<file path="src/hdl/ext_bus_pkg.sv">
// constants for the external bus pin mapping block
package ext_bus_pkg;
  localparam int          PORT_W        = 8;
  localparam int          ADDR_W        = 20;
  localparam int          NUM_CS        = 4;
  localparam int          NIBBLE_W      = 4;
  localparam int          ALE_CYCLES    = 1;
  localparam int          STROBE_CYCLES = 2;
  localparam logic [7:0]  DIR_RESET     = 8'h00;
  localparam logic [1:0]  PULLUP_RESET  = 2'h0;
  localparam logic [7:0]  PORT_RESET    = 8'h00;
  localparam logic [3:0]  CS_IDLE       = 4'hf;
  localparam logic [1:0]  CNT_ZERO      = 2'h0;
  typedef enum logic [1:0] {
    BUS_SEPARATE,
    BUS_MUX
  } bus_form_e;
endpackage

</file>
<file path="src/hdl/ext_bus_pins.sv">
// general ports 0 to 4 with external memory bus mapping
`timescale 1ns/100ps

// Behaviour
// - low level on the reset input puts every register except the pin and hold synchronisers into its reset state.
// - width select low gives 16-bit data bus, high gives 8-bit.
// - each port has a per-bit direction register choosing input or output.
// - single-chip mode: input pull-ups enabled by software per four-bit group.
// - expansion mode: pull-up selection unavailable on every port.
// - separate bus: port zero carries data 0-7, port one data 8-15.
// - separate bus: port two outputs address 0-7, port three address 8-15.
// - 8-bit multiplexed: port two shares address 0-7 with data 0-7.
// - 16-bit multiplexed: port two A0 dedicated, A1-7 shared with D0-6.
// - 16-bit multiplexed: port three shares A8 with D7, A9-15 address only.
// - port four gives four chip selects and address 16-19.
// - the chip select of the targeted access space is asserted per cycle.
// - port one pins can be chosen as external interrupt inputs.
// - split strobes: low write for even, high write for odd, read strobe.
// - single strobe: one write strobe, byte-high enable low on odd address.
// - address latch enable marks the multiplexed address phase.
// - in expansion mode, while hold request is low, device holds after any current cycle and drives acknowledge low.
module ext_bus_pins (
  input  wire logic         i_clock,            // 100 MHz clock
  input  wire logic         i_rstn,             // sync reset, active low
  input  wire logic         i_bus_width_8,      // width select pin, high = 8-bit
  input  wire logic         i_expansion_mode,   // memory expansion mode
  input  wire logic         i_mux_bus,          // multiplexed bus form
  input  wire logic         i_single_strobe,    // write plus byte-high enable strobes
  input  wire logic         i_hold_req_n,       // hold request pin, active low
  input  wire logic         i_cyc_start,        // cpu bus cycle request pulse
  input  wire logic         i_cyc_write,        // request is a write
  input  wire logic         i_cyc_word,         // request is a 16-bit word
  input  wire logic [19:0]  i_cyc_addr,         // request address
  input  wire logic [15:0]  i_cyc_wdata,        // request write data
  input  wire logic [1:0]   i_cyc_space,        // targeted chip select space
  input  wire logic         i_cfg_we,           // port config write pulse
  input  wire logic [2:0]   i_cfg_port,         // port index 0 to 4
  input  wire logic [7:0]   i_cfg_dir,          // direction bits, 1 = output
  input  wire logic [7:0]   i_cfg_data,         // output latch value
  input  wire logic [1:0]   i_cfg_pullup,       // nibble pull-up enables
  input  wire logic [7:0]   i_irq_sel,          // port one pins as interrupts
  input  wire logic [39:0]  i_pin_in,           // pin levels, port n at [8n+7:8n]
  output logic [39:0]       o_pin_out,          // pin output levels
  output logic [39:0]       o_pin_oe,           // pin output enables
  output logic [39:0]       o_pin_pullup,       // pin pull-up enables
  output logic [39:0]       o_port_read,        // synchronised pin levels
  output logic [7:0]        o_ext_irq,          // interrupt request levels
  output logic              o_read_strobe_n,    // read strobe, active low
  output logic              o_low_byte_write_strobe_n,  // low write / single write
  output logic              o_high_byte_write_strobe_n, // high write strobe
  output logic              o_byte_high_enable_n,       // byte-high enable
  output logic              o_ale,              // address latch enable
  output logic              o_hold_acknowledge_output_n, // hold acknowledge
  output logic              o_cyc_busy,         // bus cycle in progress
  output logic              o_cyc_done,         // cycle done pulse
  output logic [15:0]       o_cyc_rdata         // read data of last read cycle
);

  typedef enum logic [1:0] {
    ST_IDLE,
    ST_ADDR,
    ST_STROBE,
    ST_HOLD
  } bus_state_e;

  localparam int NP = 5;

  // per-port configuration
  logic [7:0]  dir_ff    [NP];
  logic [7:0]  nxt_dir   [NP];
  logic [7:0]  data_ff   [NP];
  logic [7:0]  nxt_data  [NP];
  logic [1:0]  pu_ff     [NP];
  logic [1:0]  nxt_pu    [NP];
  logic [39:0] sync1_ff;
  logic [39:0] sync2_ff;
  logic        hold_s1_ff;
  logic        hold_s2_ff;

  // bus cycle state
  bus_state_e  state_ff;
  bus_state_e  nxt_state;
  logic [1:0]  cnt_ff;
  logic [1:0]  nxt_cnt;
  logic [19:0] addr_ff;
  logic [19:0] nxt_addr;
  logic [15:0] wdat_ff;
  logic [15:0] nxt_wdat;
  logic        wr_ff;
  logic        nxt_wr;
  logic        word_ff;
  logic        nxt_word;
  logic [1:0]  space_ff;
  logic [1:0]  nxt_space;
  logic [15:0] rdata_ff;
  logic [15:0] nxt_rdata;
  logic        done_ff;
  logic        nxt_done;

  // registered pin drive
  logic [39:0] pout_ff;
  logic [39:0] nxt_pout;
  logic [39:0] poe_ff;
  logic [39:0] nxt_poe;
  logic [39:0] ppu_ff;
  logic [39:0] nxt_ppu;
  logic [7:0]  irq_ff;
  logic [7:0]  nxt_irq;
  logic [6:0]  strb_ff;
  logic [6:0]  nxt_strb;

  function automatic logic [3:0] cs_decode(input logic [1:0] space);
    cs_decode = ext_bus_pkg::CS_IDLE & ~(4'h1 << space);
  endfunction

  always_comb begin
    for (int p = 0; p < NP; p++) begin
      nxt_dir[p]  = dir_ff[p];
      nxt_data[p] = data_ff[p];
      nxt_pu[p]   = pu_ff[p];
      if (i_cfg_we && i_cfg_port == 3'(p)) begin
        nxt_dir[p]  = i_cfg_dir;
        nxt_data[p] = i_cfg_data;
        nxt_pu[p]   = i_cfg_pullup;
      end
    end
  end

  always_ff @(posedge i_clock) begin
    sync1_ff   <= i_pin_in;
    sync2_ff   <= sync1_ff;
    hold_s1_ff <= i_hold_req_n;
    hold_s2_ff <= hold_s1_ff;
    for (int p = 0; p < NP; p++) begin
      if (!i_rstn) begin
        dir_ff[p]  <= ext_bus_pkg::DIR_RESET;
        data_ff[p] <= ext_bus_pkg::PORT_RESET;
        pu_ff[p]   <= ext_bus_pkg::PULLUP_RESET;
      end else begin
        dir_ff[p]  <= nxt_dir[p];
        data_ff[p] <= nxt_data[p];
        pu_ff[p]   <= nxt_pu[p];
      end
    end
  end

  // bus cycle sequencer
  always_comb begin
    nxt_state = state_ff;
    nxt_cnt   = cnt_ff;
    nxt_addr  = addr_ff;
    nxt_wdat  = wdat_ff;
    nxt_wr    = wr_ff;
    nxt_word  = word_ff;
    nxt_space = space_ff;
    nxt_rdata = rdata_ff;
    nxt_done  = 1'b0;
    case (state_ff)
      ST_IDLE: begin
        if (!i_expansion_mode) begin
          nxt_state = ST_IDLE;
        end else if (!hold_s2_ff) begin
          nxt_state = ST_HOLD;
        end else if (i_cyc_start) begin
          nxt_addr  = i_cyc_addr;
          nxt_wdat  = i_cyc_wdata;
          nxt_wr    = i_cyc_write;
          nxt_word  = i_cyc_word && !i_bus_width_8;
          nxt_space = i_cyc_space;
          nxt_cnt   = 2'(ext_bus_pkg::ALE_CYCLES - 1);
          nxt_state = ST_ADDR;
        end
      end
      ST_ADDR: begin
        if (cnt_ff == ext_bus_pkg::CNT_ZERO) begin
          nxt_cnt   = 2'(ext_bus_pkg::STROBE_CYCLES - 1);
          nxt_state = ST_STROBE;
        end else begin
          nxt_cnt = cnt_ff - 2'h1;
        end
      end
      ST_STROBE: begin
        if (cnt_ff == ext_bus_pkg::CNT_ZERO) begin
          if (!wr_ff) begin
            nxt_rdata = rd_sample();
          end
          nxt_done  = 1'b1;
          nxt_state = ST_IDLE;
        end else begin
          nxt_cnt = cnt_ff - 2'h1;
        end
      end
      ST_HOLD: begin
        if (hold_s2_ff) begin
          nxt_state = ST_IDLE;
        end
      end
      default: nxt_state = ST_IDLE;
    endcase
  end

  // read data from pins for the current bus form
  // bus data answers our own strobe, so it is taken straight off the pins
  function automatic logic [15:0] rd_sample();
    logic [15:0] d;
    d = 16'h0000;
    if (!i_mux_bus) begin
      d = {i_pin_in[15:8], i_pin_in[7:0]};
    end else if (i_bus_width_8) begin
      d[7:0] = i_pin_in[23:16];
    end else begin
      d[6:0] = i_pin_in[23:17];
      d[7]   = i_pin_in[24];
    end
    if (addr_ff[0] && !word_ff && !i_mux_bus && !i_bus_width_8) begin
      d[7:0] = d[15:8];
    end
    return d;
  endfunction

  // pin multiplexing
  always_comb begin
    logic        bus_on;
    logic        dphase;
    logic [15:0] wd;
    bus_on   = i_expansion_mode && state_ff != ST_HOLD;
    dphase   = state_ff == ST_STROBE;
    wd       = (addr_ff[0] && !word_ff) ? {wdat_ff[7:0], wdat_ff[7:0]} : wdat_ff;
    for (int p = 0; p < NP; p++) begin
      nxt_pout[8*p +: 8] = data_ff[p];
      nxt_poe[8*p +: 8]  = dir_ff[p];
      for (int n = 0; n < 2; n++) begin
        nxt_ppu[8*p + 4*n +: 4] = ~dir_ff[p][4*n +: 4] & {4{pu_ff[p][n] & ~i_expansion_mode}};
      end
    end
    nxt_irq = i_irq_sel & ~dir_ff[1] & sync2_ff[15:8];
    if (bus_on) begin
      nxt_ppu[39:0] = 40'h0;
      if (!i_mux_bus) begin
        nxt_pout[7:0]   = wd[7:0];
        nxt_poe[7:0]    = {8{dphase && wr_ff}};
        nxt_poe[15:8]   = {8{dphase && wr_ff && !i_bus_width_8}};
        nxt_pout[15:8]  = wd[15:8];
        nxt_pout[23:16] = addr_ff[7:0];
        nxt_pout[31:24] = addr_ff[15:8];
        nxt_poe[31:16]  = 16'hffff;
      end else if (i_bus_width_8) begin
        nxt_pout[23:16] = dphase ? wd[7:0] : addr_ff[7:0];
        nxt_poe[23:16]  = {8{!dphase || wr_ff}};
        nxt_pout[31:24] = addr_ff[15:8];
        nxt_poe[31:24]  = 8'hff;
      end else begin
        nxt_pout[16]    = addr_ff[0];
        nxt_pout[23:17] = dphase ? wd[6:0] : addr_ff[7:1];
        nxt_poe[16]     = 1'b1;
        nxt_poe[23:17]  = {7{!dphase || wr_ff}};
        nxt_pout[24]    = dphase ? wd[7] : addr_ff[8];
        nxt_poe[24]     = !dphase || wr_ff;
        nxt_pout[31:25] = addr_ff[15:9];
        nxt_poe[31:25]  = 7'h7f;
      end
      nxt_pout[35:32] = (state_ff == ST_IDLE) ? ext_bus_pkg::CS_IDLE : cs_decode(space_ff);
      nxt_pout[39:36] = addr_ff[19:16];
      nxt_poe[39:32]  = 8'hff;
    end
    // strobes: rd, wrl, wrh, bhe, ale, hold_acknowledge_output, busy
    nxt_strb = 7'h2f;
    nxt_strb[4] = 1'b0;
    nxt_strb[5] = !(i_expansion_mode && state_ff == ST_HOLD);
    nxt_strb[6] = state_ff == ST_ADDR || state_ff == ST_STROBE;
    if (state_ff == ST_ADDR) begin
      nxt_strb[4] = 1'b1;
    end
    if (dphase) begin
      nxt_strb[0] = wr_ff;
      if (i_single_strobe) begin
        nxt_strb[1] = !wr_ff;
        nxt_strb[3] = !(addr_ff[0] || word_ff);
      end else begin
        nxt_strb[1] = !(wr_ff && (!addr_ff[0] || word_ff));
        nxt_strb[2] = !(wr_ff && (addr_ff[0] || word_ff));
      end
    end
  end

  always_ff @(posedge i_clock) begin
    if (!i_rstn) begin
      state_ff <= ST_IDLE;
      cnt_ff   <= ext_bus_pkg::CNT_ZERO;
      addr_ff  <= 20'h00000;
      wdat_ff  <= 16'h0000;
      wr_ff    <= 1'b0;
      word_ff  <= 1'b0;
      space_ff <= 2'h0;
      rdata_ff <= 16'h0000;
      done_ff  <= 1'b0;
      pout_ff  <= 40'h0;
      poe_ff   <= 40'h0;
      ppu_ff   <= 40'h0;
      irq_ff   <= 8'h00;
      strb_ff  <= 7'h2f;
    end else begin
      state_ff <= nxt_state;
      cnt_ff   <= nxt_cnt;
      addr_ff  <= nxt_addr;
      wdat_ff  <= nxt_wdat;
      wr_ff    <= nxt_wr;
      word_ff  <= nxt_word;
      space_ff <= nxt_space;
      rdata_ff <= nxt_rdata;
      done_ff  <= nxt_done;
      pout_ff  <= nxt_pout;
      poe_ff   <= nxt_poe;
      ppu_ff   <= nxt_ppu;
      irq_ff   <= nxt_irq;
      strb_ff  <= nxt_strb;
    end
  end

  assign o_pin_out                   = pout_ff;
  assign o_pin_oe                    = poe_ff;
  assign o_pin_pullup                = ppu_ff;
  assign o_port_read                 = sync2_ff;
  assign o_ext_irq                   = irq_ff;
  assign o_read_strobe_n             = strb_ff[0];
  assign o_low_byte_write_strobe_n   = strb_ff[1];
  assign o_high_byte_write_strobe_n  = strb_ff[2];
  assign o_byte_high_enable_n        = strb_ff[3];
  assign o_ale                       = strb_ff[4];
  assign o_hold_acknowledge_output_n = strb_ff[5];
  assign o_cyc_busy                  = strb_ff[6];
  assign o_cyc_done                  = done_ff;
  assign o_cyc_rdata                 = rdata_ff;

endmodule

</file>
<file path="config.mk">
export PLATFORM = sky130hd
export DESIGN_NAME = ext_bus_pins
export DESIGN_NICKNAME = d
export VERILOG_FILES = /design/src/hdl/ext_bus_pkg.sv /design/src/hdl/ext_bus_pins.sv
export SDC_FILE = /design/constraint.sdc
export NUM_CORES = 1
export LEC_CHECK = 0
export BUFFER_PORTS_ARGS = -buffer_cell sky130_fd_sc_hd__buf_2
export CAP_MARGIN = 20
export CORE_MARGIN = 2
export CORE_UTILIZATION = 48
export DETAILED_ROUTE_END_ITERATION = 12
export PLACE_DENSITY = 0.74
export RECOVER_POWER = 100
export SYNTH_ARGS = -nofsm -noshare
export SYNTH_HDL_FRONTEND = slang
export SYNTH_SLANG_ARGS = --single-unit
</file>
<file path="constraint.sdc">
create_clock -name i_clock -period 2 [get_ports i_clock]
set_clock_uncertainty 0.15 [all_clocks]
set_input_delay 0.3 -clock i_clock [delete_from_list [all_inputs] [get_ports i_clock]]
set_output_delay 0.3 -clock i_clock [all_outputs]
set_load 0.03 [all_outputs]
</file>
==> results.json <==
{
  "ioPinCount": 310,
  "hold_depth": 3,
  "dpl.hpwl_um": 22700,
  "startpoint": "state_ff[0]$_SDFFE_PN0P_",
  "post_drt_wl_per_cell_um": 17.6,
  "yosysTopAreaCellShare_pct": 62.4,
  "grt_pass1_vias": 10200,
  "syn-num-nets": 1375,
  "yosysUniqueCellTypes": 49,
  "fin_tns_setup_ns": 0,
  "crit_required_ns": 2.27,
  "dieWidth_um": 161,
  "maxCapViolations": 0,
  "rr_worst_depth": 5,
  "yosys.area.top_type": "dfxtp_1",
  "synth_warnings": 0,
  "grt_pass1_wl_um": 53900,
  "seq_area_frac_synth_pct": 62.4,
  "crit_end": "o_pin_out[23]$_SDFF_PN0_",
  "setup_viol": 0,
  "clock-sinks": 368,
  "mostFrequentLayoutCells": "dfxtp_1 (367), nand2_1 (342), clkbuf_1 (230)",
  "root_buffer": "clkbuf_16",
  "drive_above_1_share_pct": 12.2,
  "dp_slack_ns": -0.0568,
  "route.vias.total": 10300,
  "netlist_top_cells_area": "dfxtp_1 (62%), nand2_1 (11%), a21oi_1 (7.6%)",
  "final_common_cell": "dfxtp_1",
  "power.leakage_nw": 6.18,
  "slew_viol_final": 0,
  "synth-edff-count": 0,
  "grt_usage_pct": 26.3,
  "clk_pin_slew_ns": 0.06,
  "syn_to_final_growth_pct": 33.4,
  "io_buffers": 309,
  "setup_slack_ns": 0.0696,
  "viasPerCell": 5.15,
  "pwr_density_cell_nw_per_um2": 1030,
  "fill_cells": 2023,
  "fin_crit_ns": 1.93,
  "overflow": 0,
  "ys_ff_latch": 368,
  "cp_data_arrival_time_ns": 2.20,
  "h-tree-depth": 2,
  "critical_path_peak_fanout": 19,
  "ir_drop_mv": 0.746,
  "cts_buffers": 38,
  "r2r_start": "state_ff[0]$_SDFFE_PN0P_",
  "antenna_found_initial": 1,
  "outcome": "finished, final reports clean",
  "critPathKind": "register to register",
  "r2r_setup_slack_ns": 0.07,
  "fin_nets": 1781,
  "grt_max_degree": 66,
  "postRouteAntennaNets": 0,
  "wirelength_um": 35400,
  "syn_inst": 1248,
  "slew-limit-headroom_pct": 11.5,
  "drc": 0,
  "fmax_mhz": 518,
  "async_flop_share_pct": 0,
  "die_y_um": 161,
  "hold_viol": 0,
  "core_um2": 24200,
  "initial_core_util_pct": 48.7,
  "hp-class": "primary input to register",
  "tightest_slew_ns": 1.33,
  "start_kind": "register",
  "post_cts_buffers": 0,
  "rsz0062_at_grt": "yes",
  "endpoint_kind": "register",
  "drt-initial-drc-count": 763,
  "syn_avg_cell_area_um2": 9.46,
  "drtPass1Iterations": 7,
  "clk_path_buf_depth": 3,
  "cts_tree": "yes",
  "rows": 57,
  "syn-cell-area_um2": 11800,
  "total_power_w": 0.0162,
  "period_share_pct": 96.5,
  "synth_ff_type": "dfxtp_1",
  "r2r-end": "o_pin_out[23]$_SDFF_PN0_",
  "die-area_um2": 25900,
  "clk_latency_ns": 0.51,
  "gp_congestion": 0.890
}
[how the worst min path moves through the flow]
stage                                    start                  endpoint
after floorplan             hold_s1_ff$_DFF_P_        hold_s2_ff$_DFF_P_
after global placement     sync1_ff[8]$_DFF_P_    o_port_read[8]$_DFF_P_
after detailed placement  sync1_ff[36]$_DFF_P_   o_port_read[36]$_DFF_P_
after CTS                               i_rstn  o_pin_out[22]$_SDFF_PN0_
after global routing                    i_rstn  o_pin_out[19]$_SDFF_PN0_
final                                   i_rstn  o_pin_out[22]$_SDFF_PN0_
[cell usage after synthesis, types with 10 or more instances]
cell type,number
a21oi_1,180
nor2b_1,10
a31oi_1,12
dfxtp_1,368
clkbuf_1,40
buf_2,34
nand3b_1,19
mux2i_1,16
mux2_2,10
and4b_1,10
nand2_1,342
nor2_1,83
o21ai_0,25
[timing repair]
action,4_1_cts,5_1_grt
pin swaps,0,1
setup endpoints to repair,10,8
hold buffers,109,0
endpoints found under the hold margin,197,0
resized for setup,1,5
[cell type report]
cell class | count | area (µm²) | area share (%)
Clock inverter | 19 | 221 | 1.41
Tap cell | 324 | 405 | 2.57
Timing Repair Buffer | 450 | 2610 | 16.6
Sequential cell | 368 | 7370 | 46.8
Inverter | 7 | 31.3 | 0.199
Antenna cell | 1 | 2.50 | 0.0159
Multi-Input combinational cell | 789 | 4040 | 25.7
Clock buffer | 50 | 1070 | 6.78
[layer usage]
layer | part of all wire [%] | track usage (%)
met1 | 39 | 30.2
met2 | 50 | 47.1
met4 | 4.4 | 11.9
met3 | 7.0 | 5.35
met5 | 0 | 0
[per-stage QoR]
| step | area (µm²) | hold slack, ns | std cells | util, % |
|---|---|---|---|---|
| after floorplan | 11800 | 0.160 | 1248 | - |
| after global placement | 13700 | 0.160 | 1829 | 56.5 |
| after detailed placement | 13700 | 0.163 | 1829 | 56.5 |
| after CTS | 16100 | 0.0813 | 2007 | 66.3 |
| after global routing | 15700 | 0.113 | 2008 | 64.9 |
| final | 15700 | 0.0923 | 2008 | 64.9 |
[where the power goes]
part           internal (W)  switching (W)  leakage, nW
Combinational      0.000474       0.000867         2.52
Clock               0.00431        0.00288        0.644
Sequential          0.00758       0.000119         3.02
[critical path: stages (launching register included)]
cell	delay (ns)
dfxtp_1	0.40
ha_1	0.39
nand2b_1	0.16
buf_2	0.40
nand3_1	0.19
o21ai_0	0.14
[flip-flops by register name, indices dropped and copies added (netlist names), 10 cells and up]
register	cells
o_pin_out	40
addr_ff	20
o_pin_pullup	40
pu_ff	10
dir_ff	40
data_ff	40
sync1_ff	40
o_pin_oe	40
wdat_ff	16
o_port_read	40
o_cyc_rdata	16
[logic make-up after synthesis]
logic type                 share of synthesized area, %
AOI/OAI and AO/OA                                  11.8
DFF                                                62.4
muxes                                              2.31
adders and majority gates                         0.954
and+or+nand+nor                                    18.9
buffers and inverters                              3.63
(Power assumes the default switching activity.)
